## config.mk

```make
export PLATFORM = sky130hd
export DESIGN_NAME = servo_auto_sequencer
export DESIGN_NICKNAME = d
export VERILOG_FILES = /design/src/pkg/servo_pkg.sv /design/src/hw/servo_auto_sequencer.sv /design/src/hw/seq_tick_div.sv /design/src/hw/track_period_mon.sv
export VERILOG_INCLUDE_DIRS = /design/src /design/src/pkg
export SDC_FILE = /design/constraint.sdc
export NUM_CORES = 1
export LEC_CHECK = 0
export CAP_MARGIN = 20
export CORE_AREA = 2 2 194 243
export DETAILED_ROUTE_END_ITERATION = 6
export DIE_AREA = 0 0 196 245
export DONT_BUFFER_PORTS = 1
export SKIP_LAST_GASP = 1
export SYNTH_ARGS = -nofsm -noshare
export SYNTH_HDL_FRONTEND = slang
export SYNTH_HIERARCHICAL = 1
export SYNTH_SLANG_ARGS = --single-unit
```

## constraint.sdc

```tcl
create_clock -name clock -period 5.35 [get_ports clock]
set_input_delay 1.07 -clock clock [delete_from_list [all_inputs] [get_ports clock]]
set_output_delay 1.07 -clock clock [all_outputs]
set_load 0.05 [all_outputs]
```

## src/pkg/servo_params.svh

```systemverilog
`ifndef SERVO_PARAMS_SVH
`define SERVO_PARAMS_SVH
// Functional notes
// - Busy: drop groups 0-3, pass 5-F
// - Latch edge holds busy low 100us
// - Max timer expiry aborts like cancel
// - Timer field zero disables max timer
// - Auto focus closes on late zero-cross fall
// - One-track jump uses blind A, brake B
// - Ten-track: brake actuator after 5 pulses
// - Close servos when pulse period exceeds C
// - 2N count: pulses below 16, else mirror
// - 2N: sled driven for D after close
// - Fine search kicks, regulates against G
// - Traverse compare falls at register B count
// - Fine search brake: reverse sled kick D
// - M move: sled only, servos off after

// ----------------------------------------
// Timing
// ----------------------------------------
`define CLK_NS          10
`define TICK_NS         10000
`define TICK_CYCLES     (`TICK_NS / `CLK_NS)
`define HOLD_US         100
`define HOLD_CYCLES     ((`HOLD_US * 1000 + `CLK_NS - 1) / `CLK_NS)
`define MAXT_UNIT_SHORT 16'h0064
`define MAXT_UNIT_LONG  16'h03e8
`define TEN_JUMP_BRAKE  16'h0005
`define MIRROR_MIN      16'h0010

// ----------------------------------------
// Register offsets
// ----------------------------------------
`define OFS_CMD    8'h00
`define OFS_TIME   8'h04
`define OFS_KICK   8'h08
`define OFS_JUMPN  8'h0c
`define OFS_TRAV   8'h10
`define OFS_CTRL   8'h14
`define OFS_STATUS 8'h18

// ----------------------------------------
// Fields and reset values
// ----------------------------------------
`define F_BLIND_A    7:0
`define F_BRAKE_B    15:8
`define F_OVF_C      23:16
`define F_BLIND_E    31:24
`define F_KICK_D     7:0
`define F_KICK_F     15:8
`define F_OVF_G      23:16
`define F_CMD_GRP    11:8
`define F_CMD_SEL    7:4
`define F_CMD_TMR    3:0
`define TIME_RST     32'h0000_0000
`define KICK_RST     24'h00_0000
`define GRP_AUTO     4'h4
`define GRP_LAST_LOW 4'h3
`define SEL_CANCEL   4'h0
`endif

```

## src/pkg/servo_pkg.sv

```systemverilog
package servo_pkg;
	typedef enum logic [3:0] {
		S_IDLE, S_AF_SEARCH, S_AF_HIGH, S_AF_FALL, S_J1_KICK, S_J1_BRAKE, S_JK_KICK,
		S_JK_BRAKE, S_J2_SLED, S_FS_KICK, S_FS_TRAV, S_FS_BRAKE, S_MV_MOVE
	} seq_state_t;

	typedef struct packed {
		logic [9:0] cnt;
		logic       tick;
	} tick_div_t;

	typedef struct packed {
		logic       track_count_pulse_q;
		logic       mirror_signal_q;
		logic [7:0] period;
		logic       edge_p;
		logic       slow;
	} track_mon_t;

	typedef struct packed {
		seq_state_t  st;
		logic        rev;
		logic        is_2n;
		logic        use_mirror_signal;
		logic [15:0] tcnt;
		logic [15:0] target;
		logic [7:0]  ivl;
		logic [15:0] maxt;
		logic        maxt_en;
		logic [15:0] hold;
		logic        latch_q;
		logic        fzc_q;
		logic [31:0] time_r;
		logic [23:0] kick_r;
		logic [15:0] jump_n;
		logic [15:0] trav_n;
		logic        aseq_en;
		logic        comp;
		logic [31:0] prdata;
		logic        pready;
		logic        pslverr;
		logic        busy_n;
		logic        search_up;
		logic        focus_on;
		logic        track_on;
		logic        sled_on;
		logic [1:0]  act;
		logic [1:0]  sled;
		logic [11:0] cmd;
		logic        cmd_valid;
	} seq_core_t;
endpackage

```

## src/hw/servo_auto_sequencer.sv

```systemverilog
`timescale 1ns/1ps
`include "servo_params.svh"
module servo_auto_sequencer
	import servo_pkg::*;
#(
	parameter logic [15:0] HOLD_CYCLES = 16'(`HOLD_CYCLES)
) (
	input  wire logic        clock,
	input  wire logic        rstn,
	input  wire logic        psel,
	input  wire logic        penable,
	input  wire logic        pwrite,
	input  wire logic [7:0]  paddr,
	input  wire logic [31:0] pwdata,
	output logic      [31:0] prdata,
	output logic             pready,
	output logic             pslverr,
	input  wire logic        serial_latch_clock,
	input  wire logic        focus_ok,
	input  wire logic        focus_zero_cross,
	input  wire logic        track_count_pulse,
	input  wire logic        mirror_signal,
	output logic             seq_busy_n,
	output logic             focus_search_up,
	output logic             focus_servo_on,
	output logic             tracking_servo_on,
	output logic             sled_servo_on,
	output logic             act_kick_fwd,
	output logic             act_kick_rev,
	output logic             sled_kick_fwd,
	output logic             sled_kick_rev,
	output logic      [11:0] servo_cmd,
	output logic             servo_cmd_valid
);
	seq_core_t   q;
	seq_core_t   d;
	logic        tick;
	logic        track_edge;
	logic        slow;
	logic        wr;
	logic        wr_cmd;
	logic        start;
	logic        cancel;
	logic        done_ivl;
	logic        counted;
	logic [3:0]  sel;
	logic [15:0] unit;
	seq_state_t  entry;

	// ----------------------------------------
	// Helpers
	// ----------------------------------------
	function automatic logic addr_ok(input logic [7:0] a);
		addr_ok = (a == `OFS_CMD) || (a == `OFS_TIME) || (a == `OFS_KICK) || (a == `OFS_JUMPN) ||
			(a == `OFS_TRAV) || (a == `OFS_CTRL) || (a == `OFS_STATUS);
	endfunction

	// Returns {fwd, rev}; back flips the kick against the travel direction
	function automatic logic [1:0] drive(input logic on, input logic back, input logic r);
		if (!on) begin
			drive = 2'b00;
		end else begin
			drive = (back ^ r) ? 2'b01 : 2'b10;
		end
	endfunction

	function automatic seq_state_t first_state(input logic [3:0] s);
		unique case (s)
			4'h7:        first_state = S_AF_SEARCH;
			4'h8, 4'h9:  first_state = S_J1_KICK;
			4'ha, 4'hb:  first_state = S_JK_KICK;
			4'hc, 4'hd:  first_state = S_JK_KICK;
			4'h4, 4'h5:  first_state = S_FS_KICK;
			4'he, 4'hf:  first_state = S_MV_MOVE;
			default:     first_state = S_IDLE;
		endcase
	endfunction

	seq_tick_div u_tick (
		.clock (clock),
		.rstn  (rstn),
		.tick  (tick)
	);

	track_period_mon u_mon (
		.clock             (clock),
		.rstn              (rstn),
		.tick              (tick),
		.clear             (start),
		.use_mirror_signal          (q.use_mirror_signal),
		.overflow          ((q.st == S_FS_TRAV) ? q.kick_r[`F_OVF_G] : q.time_r[`F_OVF_C]),
		.track_count_pulse (track_count_pulse),
		.mirror_signal     (mirror_signal),
		.track_edge        (track_edge),
		.slow              (slow)
	);

	// ----------------------------------------
	// Next state
	// ----------------------------------------
	always_comb begin
		d = q;
		d.pready = 1'b0;
		d.pslverr = 1'b0;
		d.cmd_valid = 1'b0;
		d.latch_q = serial_latch_clock;
		d.fzc_q = focus_zero_cross;
		sel = pwdata[`F_CMD_SEL];
		wr = psel && penable && q.pready && pwrite && !q.pslverr;
		wr_cmd = wr && (paddr == `OFS_CMD);
		entry = first_state(sel);
		cancel = wr_cmd && pwdata[`F_CMD_GRP] == `GRP_AUTO && sel == `SEL_CANCEL;
		// Auto commands start only when enabled and in S_IDLE; while a sequence runs all but cancel are ignored
		start = wr_cmd && pwdata[`F_CMD_GRP] == `GRP_AUTO && entry != S_IDLE &&
			q.st == S_IDLE && q.aseq_en;
		unit = pwdata[3] ? `MAXT_UNIT_LONG : `MAXT_UNIT_SHORT;
		done_ivl = tick && q.ivl == 8'h00;
		counted = track_edge && (q.tcnt + 16'h0001 >= q.target);

		// Zero-wait slave: answer in the first access cycle
		if (psel && !penable && !q.pready) begin
			d.pready = 1'b1;
			d.pslverr = !addr_ok(paddr);
			unique case (paddr)
				`OFS_CMD:    d.prdata = {20'h00000, q.cmd};
				`OFS_TIME:   d.prdata = q.time_r;
				`OFS_KICK:   d.prdata = {8'h00, q.kick_r};
				`OFS_JUMPN:  d.prdata = {16'h0000, q.jump_n};
				`OFS_TRAV:   d.prdata = {16'h0000, q.trav_n};
				`OFS_CTRL:   d.prdata = {31'h0, q.aseq_en};
				`OFS_STATUS: d.prdata = {~q.busy_n, 10'h000, q.comp, q.st, q.tcnt};
				default:     d.prdata = 32'h0000_0000;
			endcase
		end
		if (wr) begin
			unique case (paddr)
				`OFS_TIME:  d.time_r = pwdata;
				`OFS_KICK:  d.kick_r = pwdata[23:0];
				`OFS_JUMPN: d.jump_n = pwdata[15:0];
				`OFS_TRAV:  d.trav_n = pwdata[15:0];
				`OFS_CTRL:  d.aseq_en = pwdata[0];
				default:    d.aseq_en = q.aseq_en;
			endcase
		end
		if (wr_cmd && pwdata[`F_CMD_GRP] != `GRP_AUTO &&
			!(!q.busy_n && pwdata[`F_CMD_GRP] <= `GRP_LAST_LOW)) begin
			d.cmd = pwdata[11:0];
			d.cmd_valid = 1'b1;
		end

		// ----------------------------------------
		// Sequencer
		// ----------------------------------------
		if (start) begin
			d.st = entry;
			d.rev = sel[0] && sel != 4'h7;
			d.tcnt = 16'h0000;
			d.is_2n = sel[3:1] == 3'h6;
			d.target = (sel[3:1] == 3'h5) ? `TEN_JUMP_BRAKE : q.jump_n;
			d.use_mirror_signal = (sel[3:1] == 3'h6 || sel[3:1] == 3'h7) && q.jump_n >= `MIRROR_MIN;
			d.maxt = 16'(pwdata[2:0] * unit);
			d.maxt_en = pwdata[2:0] != 3'h0;
			d.comp = q.trav_n != 16'h0000;
			if (entry == S_J1_KICK) begin
				d.ivl = q.time_r[`F_BLIND_A];
			end else begin
				d.ivl = q.kick_r[`F_KICK_F];
			end
			if (entry == S_JK_KICK || entry == S_FS_KICK || entry == S_MV_MOVE) begin
				d.track_on = 1'b0;
				d.sled_on = 1'b0;
			end
		end else begin
			if (tick && q.ivl != 8'h00) begin
				d.ivl = q.ivl - 8'h01;
			end
			if (track_edge) begin
				d.tcnt = q.tcnt + 16'h0001;
			end
			unique case (q.st)
				S_IDLE: d.st = S_IDLE;
				S_AF_SEARCH: begin
					if (focus_ok && focus_zero_cross) begin
						d.st = S_AF_HIGH;
						d.ivl = q.time_r[`F_BLIND_E];
					end
				end
				S_AF_HIGH: begin
					// Chatter on zero-cross restarts the blind window
					if (!focus_zero_cross) begin
						d.st = S_AF_SEARCH;
					end else if (done_ivl) begin
						d.st = S_AF_FALL;
					end
				end
				S_AF_FALL: begin
					if (q.fzc_q && !focus_zero_cross) begin
						d.focus_on = 1'b1;
						d.st = S_IDLE;
					end
				end
				S_J1_KICK: begin
					if (done_ivl) begin
						d.st = S_J1_BRAKE;
						d.ivl = q.time_r[`F_BRAKE_B];
					end
				end
				S_J1_BRAKE: begin
					if (done_ivl) begin
						d.track_on = 1'b1;
						d.st = S_IDLE;
					end
				end
				S_JK_KICK: begin
					if (counted) begin
						d.st = S_JK_BRAKE;
					end
				end
				S_JK_BRAKE: begin
					if (slow) begin
						d.track_on = 1'b1;
						if (q.is_2n) begin
							d.st = S_J2_SLED;
							d.ivl = q.kick_r[`F_KICK_D];
						end else begin
							d.sled_on = 1'b1;
							d.st = S_IDLE;
						end
					end
				end
				S_J2_SLED: begin
					if (done_ivl) begin
						d.sled_on = 1'b1;
						d.st = S_IDLE;
					end
				end
				S_FS_KICK: begin
					if (done_ivl) begin
						d.st = S_FS_TRAV;
					end
				end
				S_FS_TRAV: begin
					if (track_edge && q.tcnt + 16'h0001 >= q.trav_n) begin
						d.comp = 1'b0;
					end
					if (counted) begin
						d.track_on = 1'b1;
						d.ivl = q.kick_r[`F_KICK_D];
						d.st = S_FS_BRAKE;
					end
				end
				S_FS_BRAKE: begin
					if (done_ivl) begin
						d.sled_on = 1'b1;
						d.st = S_IDLE;
					end
				end
				S_MV_MOVE: begin
					// Servos stay open; the host closes them once settled
					if (counted) begin
						d.st = S_IDLE;
					end
				end
			endcase
			if (q.st != S_IDLE && q.maxt_en && tick) begin
				d.maxt = q.maxt - 16'h0001;
				if (q.maxt == 16'h0001) begin
					d.st = S_IDLE;
				end
			end
			if (cancel) begin
				d.st = S_IDLE;
			end
		end

		// ----------------------------------------
		// Drive outputs from the next state
		// ----------------------------------------
		d.search_up = d.st == S_AF_SEARCH || d.st == S_AF_HIGH || d.st == S_AF_FALL;
		d.act = 2'b00;
		d.sled = 2'b00;
		unique case (d.st)
			S_J1_KICK:  d.act = drive(1'b1, 1'b0, d.rev);
			S_J1_BRAKE: d.act = drive(1'b1, 1'b1, d.rev);
			S_JK_KICK: begin
				d.act = drive(1'b1, 1'b0, d.rev);
				d.sled = drive(1'b1, 1'b0, d.rev);
			end
			S_JK_BRAKE: begin
				d.act = drive(1'b1, 1'b1, d.rev);
				d.sled = drive(1'b1, 1'b0, d.rev);
			end
			S_J2_SLED: d.sled = drive(1'b1, 1'b0, d.rev);
			S_FS_KICK: begin
				d.act = drive(1'b1, 1'b0, d.rev);
				d.sled = drive(1'b1, 1'b0, d.rev);
			end
			S_FS_TRAV: begin
				// Too fast means brake; slower than G means push
				d.act = drive(1'b1, !slow, d.rev);
				d.sled = drive(d.comp, 1'b0, d.rev);
			end
			S_FS_BRAKE: d.sled = drive(1'b1, 1'b1, d.rev);
			S_MV_MOVE:  d.sled = drive(1'b1, 1'b0, d.rev);
			default:    d.act = 2'b00;
		endcase

		// Busy may not rise until the hold window after a latch edge ends
		if (serial_latch_clock && !q.latch_q && !q.busy_n) begin
			d.hold = HOLD_CYCLES;
		end else if (q.hold != 16'h0000) begin
			d.hold = q.hold - 16'h0001;
		end
		d.busy_n = !(d.st != S_IDLE || d.hold != 16'h0000);
	end

	always_ff @(posedge clock or negedge rstn) begin
		if (!rstn) begin
			q <= '0;
			q.busy_n <= 1'b1;
			q.time_r <= `TIME_RST;
			q.kick_r <= `KICK_RST;
		end else begin
			q <= d;
		end
	end

	assign prdata = q.prdata;
	assign pready = q.pready;
	assign pslverr = q.pslverr;
	assign seq_busy_n = q.busy_n;
	assign focus_search_up = q.search_up;
	assign focus_servo_on = q.focus_on;
	assign tracking_servo_on = q.track_on;
	assign sled_servo_on = q.sled_on;
	assign act_kick_fwd = q.act[1];
	assign act_kick_rev = q.act[0];
	assign sled_kick_fwd = q.sled[1];
	assign sled_kick_rev = q.sled[0];
	assign servo_cmd = q.cmd;
	assign servo_cmd_valid = q.cmd_valid;
endmodule

```

## src/hw/seq_tick_div.sv

```systemverilog
`timescale 1ns/1ps
`include "servo_params.svh"
module seq_tick_div
	import servo_pkg::*;
(
	input  wire logic clock,
	input  wire logic rstn,
	output logic      tick
);
	tick_div_t q;
	tick_div_t d;

	always_comb begin
		d = q;
		d.tick = 1'b0;
		if (q.cnt == 10'(`TICK_CYCLES - 1)) begin
			d.cnt = 10'h000;
			d.tick = 1'b1;
		end else begin
			d.cnt = q.cnt + 10'h001;
		end
	end

	always_ff @(posedge clock or negedge rstn) begin
		if (!rstn) begin
			q <= '0;
		end else begin
			q <= d;
		end
	end

	assign tick = q.tick;
endmodule

```

## src/hw/track_period_mon.sv

```systemverilog
`timescale 1ns/1ps
`include "servo_params.svh"
module track_period_mon
	import servo_pkg::*;
(
	input  wire logic       clock,
	input  wire logic       rstn,
	input  wire logic       tick,
	input  wire logic       clear,
	input  wire logic       use_mirror_signal,
	input  wire logic [7:0] overflow,
	input  wire logic       track_count_pulse,
	input  wire logic       mirror_signal,
	output logic            track_edge,
	output logic            slow
);
	track_mon_t q;
	track_mon_t d;
	logic       rise;

	always_comb begin
		d = q;
		d.edge_p = 1'b0;
		d.track_count_pulse_q = track_count_pulse;
		d.mirror_signal_q = mirror_signal;
		rise = track_count_pulse & ~q.track_count_pulse_q;
		if (clear) begin
			d.period = 8'h00;
			d.slow = 1'b0;
		end else begin
			if (rise) begin
				d.period = 8'h00;
			end else if (tick && q.period != 8'hff) begin
				d.period = q.period + 8'h01;
			end
			// Mirror counts both transitions of each track
			d.edge_p = use_mirror_signal ? (mirror_signal ^ q.mirror_signal_q) : rise;
			d.slow = d.period > overflow;
		end
	end

	always_ff @(posedge clock or negedge rstn) begin
		if (!rstn) begin
			q <= '0;
		end else begin
			q <= d;
		end
	end

	assign track_edge = q.edge_p;
	assign slow = q.slow;
endmodule

```

## Word-level counts from Yosys, hierarchy flattened

Memories as Yosys holds them, arrays and structs flattened.
Index checks and enable logic that the tools add are counted.

- Register bits after elaboration: 251
- Bits in read-only memories: 64
- Input bits: 50
- Output and inout bits: 56
- Word-level logic and storage cells: 248
- Memories: 1

Memories:

| name | words | width | rd ports | clocked after Yosys merged registers in | write ports | RTL line | source |
|---|---|---|---|---|---|---|---|
| (no name shown) | 16 | 4 | 1 | 0 | 0 | servo_auto_sequencer.sv:68 | `unique case (s)` |

- Add/subtract/negate cells: 6
- $mul: 1
- Order comparisons: 5
- Eq/ne operators: 49
- Multiplexer cells: 64
- Bitwise logic cells: 6
- Reductions and logical operators: 79

Operators by type and width:

| operator | number |
|---|---|
| 32-bit one-hot mux with 7 select lines | 1 |
| 16-bit 2-to-1 mux | 6 |
| 8-bit 2-to-1 mux | 12 |
| 4-bit 2-to-1 mux | 16 |
| 4-bit == test (second input constant) | 12 |
| 16-bit nonzero test | 3 |
| 4-bit by 3-bit == test with 1-bit output (second input constant) | 11 |
| 4-bit one-hot mux with 11 select lines | 1 |
| 16-bit >= comparator | 2 |
| 8-bit one-hot mux with 4 select lines | 1 |
| 16-bit by 1-bit subtractor with 16-bit output (second input constant) | 2 |
| 1-bit logical AND | 28 |
| 8-bit by 5-bit == test with 1-bit output (second input constant) | 3 |
| 24-bit 2-to-1 mux | 1 |
| 10-bit 2-to-1 mux | 2 |
| 16-bit by 1-bit adder with 16-bit output (second input constant) | 1 |
| 16-bit by 1-bit == test with 1-bit output (second input constant) | 1 |
| 4-bit by 2-bit == test with 1-bit output (second input constant) | 4 |
| 8-bit by 4-bit == test with 1-bit output (second input constant) | 2 |
| 16-bit by 5-bit >= comparator with 1-bit output (second input constant) | 1 |
| 8-bit logical NOT | 2 |
| 2-bit 2-to-1 mux | 8 |
| 4-bit nonzero test | 4 |
| 3-bit by 10-bit multiplier with 13-bit output | 1 |
| other kinds (35) | 85 |

## Logic depth before layout (Yosys ltp)

- Word-level depth: 13
- Gate-level depth with buffers: 17
- Depth with buffers taken out: 17

## Modules after synthesis

Netlist, hierarchy kept.

By module, submodules not included:

| module | instances | cells an instance | area each (sq um) | sequential area each (sq um) |
|---|---|---|---|---|
| servo_auto_sequencer | 1 | 1256 | 12707.2 | 5706.7 |
| track_period_mon | 1 | 89 | 822.0 | 300.3 |
| seq_tick_div | 1 | 44 | 508.0 | 275.3 |

## Worst setup path before layout

No wires, ideal clock.

- Kind: register -> register
- Start: reg q[205] in the netlist's numbering
- End: reg q (netlist bit act_kick_rev)
- Library setup time: 0.087 ns
- Arrival: 3.756 ns
- Required time: 5.263 ns
- Path slack: 1.507 ns
- Stages on the path, launching flop included: 18
- Path buffers: 0
- Clock period less this slack: 3.843 ns
- Cell sequence: dfrtp_1 > ha_1 > and3_1 > and3_1 > and3_1 > and3_1 > and3_1 > nand3_1 > xnor2_1 > ha_1 > a21oi_1 > a21boi_0 > a311oi_1 > a21oi_1 > o211ai_1 > nand2b_1 > or3_1 > o211ai_1

RTL lines:

| what | RTL line | source |
|---|---|---|
| start: declaration | servo_auto_sequencer.sv:35 | `seq_core_t q;` |

==> metrics.md <==
| Metric | Value |
|---|---|
| PortBufs | `0` |
| R2r endpoint | `act_kick_fwd$_DFF_PN0_` |
| Sw Ratio | `0.274` |
| Netlist cell types | `88` |
| Post-synth top area share | `0.446` |
| Initial Util | `0.306` |
| Leakage | `6.83 nW` |
| Synth area leaders | `dfrtp_1 (45%), mux2_2 (7.0%), ha_1 (5.7%), nor2_1 (3.1%), xor2_1 (2.9%)` |
| Critical Path, Cell by Cell | `ha_1 -> and3_1 -> and3_1 -> and3_1 -> and3_1 -> and3_1 -> nand3_1 -> xnor2_1 -> ha_1 -> a21oi_1 -> a21boi_0 -> a311oi_1 -> a21oi_1 -> o211ai_1 -> nand2b_1 -> or3_1 -> o211ai_1` |
| Post-route cell area | `15300 um2` |
| Cell count after synthesis | `1389` |
| Setup TNS | `0 ns` |
| Slew margin rel. | `0.307` |
| R2r setup slk | `0.55 ns` |
| Most used cell, CP | `and3_1` |
| Fraction of layout cells with a size suffix above 1 | `0.136` |
| Clock Tree Buf Depth | `3` |
| First-pass GRT wire length | `62.5 mm` |
| Clock period minus worst slack | `4.80 ns` |
| Reg-to-Reg Start | `q[205]$_DFFE_PN0P_` |
| Die X | `196 um` |
| Clk pwr share | `0.430` |
| Total number of vias | `10400` |
| CP max FO | `8` |
| Int Power | `3.48 mW` |
| Cell taking the most area after synthesis | `dfrtp_1` |
| Number of global-route vias before repair | `10500` |
| R2r worst-path depth | `17` |
| Sequential cell area | `6280 um2` |
| Bufs and invs on worst path | `0` |
| RSZ-0062 raised after global routing | `no` |
| Worst Tran Pin Value | `1.04 ns` |
| Max VDD drop | `0.256 mV` |
| Most common cell in the netlist | `dfrtp_1` |
| Largest net degree at the start of global routing | `252` |
| Fmax | `208 MHz` |
| WP data arrival | `5.26 ns` |
| Sequential power share | `0.458` |
| Synthesized flop and latch total | `251` |
| Clock skew | `0.0128 ns` |
| Commonest cells in the netlist | `dfrtp_1 (250), nor2_1 (115), nand2_1 (109)` |
| Placer Congestion | `0.893` |
| Nets | `1447` |
| Sequential share of the synthesized area | `0.448` |
| Post-cts sizing count | `0` |
| Area taken by multi-input logic gates | `6950 um2` |
| Syn avg cell area | `10.1 um2` |
| Final-report max-slew violation count | `0` |
| Mapped cell area | `14000 um2` |
| Hold Path Class | `input port to asynchronous set/reset pin` |
| Iter 0 DRT Violations | `671` |
| Vias per inst | `5.36` |
| Hold Violations, Final | `0` |
| Final setup violation count | `0` |
| TritonCTS clock tree | `yes` |
| CP Capture Type | `register` |
| Diode count | `0` |
| CTS sink count | `251` |
| Ys async rst share | `1.00` |
| Psw | `1.31 mW` |
| Post-DRT Antenna Nets | `0` |
| Post-synth EDFFs | `0` |
| Initial antenna violation count | `0` |
| Later-pin clock latency in the skew report | `0.56 ns` |
| Fillers | `4618` |
| Post-DP HPWL | `28.9 mm` |
| Crit share post-route | `0.897` |
| Drt first pass iters | `5` |
| Placed inst area | `14300 um2` |
| Post-CTS Hold Buffers | `0` |
| Crit path max-delay family | `simple AND/OR/NAND/NOR gates` |
| Worst setup path class | `register to register` |
| Drt total wl | `40.1 mm` |
| Core area | `45800 um2` |
| Row Count | `88` |
| Max Cap Violations | `0` |
| Crit-path max cell delay | `0.61 ns` |
| Routed length per instance | `20.7 um` |
| GRT Util Overall | `0.167` |
| TritonCTS buffer count | `28` |
| Grt ovf | `0` |
| Full die area | `48000 um2` |
| Remaining DRCs | `0` |
| # Post-CTS Setup Buffers | `0` |
| CTS root buf | `clkbuf_16` |
| Boundary Pins | `106` |
| CP required | `5.81 ns` |
| Clock H-tree levels | `1` |
| Clock transition at the registers of the reported paths | `0.07 ns` |
| PD cells | `313 nW/um2` |
| Setup crit start kind | `register` |
| Post-Route Utilization | `0.334` |
| Comb power frac | `0.112` |
| Ys Warns | `6` |
| Critical-path top delay cell | `a311oi_1` |
| Area Growth Syn to Fin | `9.08%` |
| Post-synth top flop | `dfrtp_1` |
| Status | `complete, no violations` |
| Die Y | `245 um` |
==> layout by cell type, fill, tap and decap left out, drive strengths merged, types with 10 or more instances in the layout <==
cell type and n:
a21oi 44, a221o 11, a221oi 24, a222oi 10
a22o 13, a22oi 21, a31oi 21, and3 23
buf 15, clkbuf 41, dfrtp 250, ha 64
inv 66, mux2 87, mux2i 19, nand2 109
nand2b 14, nand3 53, nand4 13, nor2 115
nor3 19, nor4 20, o211ai 10, o21ai 80
or3 12, xnor2 23, xor2 49
==> layout make-up <==
type | instances | area share
flip-flops and latches | 251 | 0.410
repair buffers | 15 | 0.00735
clock inverters | 11 | 0.0108
well taps | 585 | 0.0478
inverters | 67 | 0.0165
clock buffers | 41 | 0.0536
multi-input cells | 965 | 0.454
==> metal layers <==
layer  track usage  share of wire  up-vias  wire length (um)
met4        0.0497          0.027        0              1100
met5             0              0        -                 0
met2         0.301           0.51      269             20600
li1              -              -     4847                 -
met1         0.200           0.40     5191             16000
met3        0.0330          0.059       62              2360
==> cells by family (layout without fill, tap and decap cells) <==
logic type	Yosys count	after routing	synth area share
compound gates	282	282	0.139
xor+xnor	72	72	0.0460
fa+ha+maj	69	69	0.0642
buf+inv	175	134	0.0599
flops	251	251	0.448
mux	106	106	0.0833
other cells	1	3	0.000267
simple gates	433	433	0.160
==> power groups by stage <==
stage	sequential (mW)	clock (mW)	combinational, mW
2_1_floorplan	2.10	0	0.537
3_3_place_gp	2.22	0	0.514
3_5_place_dp	2.23	0	0.529
4_1_cts	2.19	2.10	0.534
5_1_grt	2.21	2.18	0.614
6_report	2.19	2.06	0.536
==> flip-flops by register name, summed over array words and instances, names as in the netlist, 10 cells and up <==
name	flops
q	172
prdata	32
servo_cmd	12
u_mon/q	10
u_tick/q	10
==> metrics by stage <==
step                      instances  hold WS [ns]  setup slack (ns)  power (mW)
after floorplan                1391         0.440              1.51        2.64
after global placement         1883         0.496             0.830        2.73
after detailed placement       1883         0.496             0.675        2.75
after CTS                      1935         0.222             0.630        4.83
after global routing           1935         0.228             0.290        5.00
final                          1935         0.248             0.551        4.79
==> worst max path at each step <==
| stage | from | end | slack [ns] | cells after the start |
|---|---|---|---|---|
| finish | q[205]$_DFFE_PN0P_ | act_kick_fwd$_DFF_PN0_ | 0.55 | 17 |
| global route | q[205]$_DFFE_PN0P_ | act_kick_rev$_DFF_PN0_ | 0.29 | 17 |
| CTS | q[205]$_DFFE_PN0P_ | act_kick_rev$_DFF_PN0_ | 0.63 | 17 |
| detailed placement | q[205]$_DFFE_PN0P_ | act_kick_fwd$_DFF_PN0_ | 0.67 | 17 |
| global placement | q[205]$_DFFE_PN0P_ | act_kick_fwd$_DFF_PN0_ | 0.83 | 17 |
| floorplan | q[205]$_DFFE_PN0P_ | act_kick_rev$_DFF_PN0_ | 1.51 | 17 |
No activity file was read; power rests on OpenSTA's default activity.
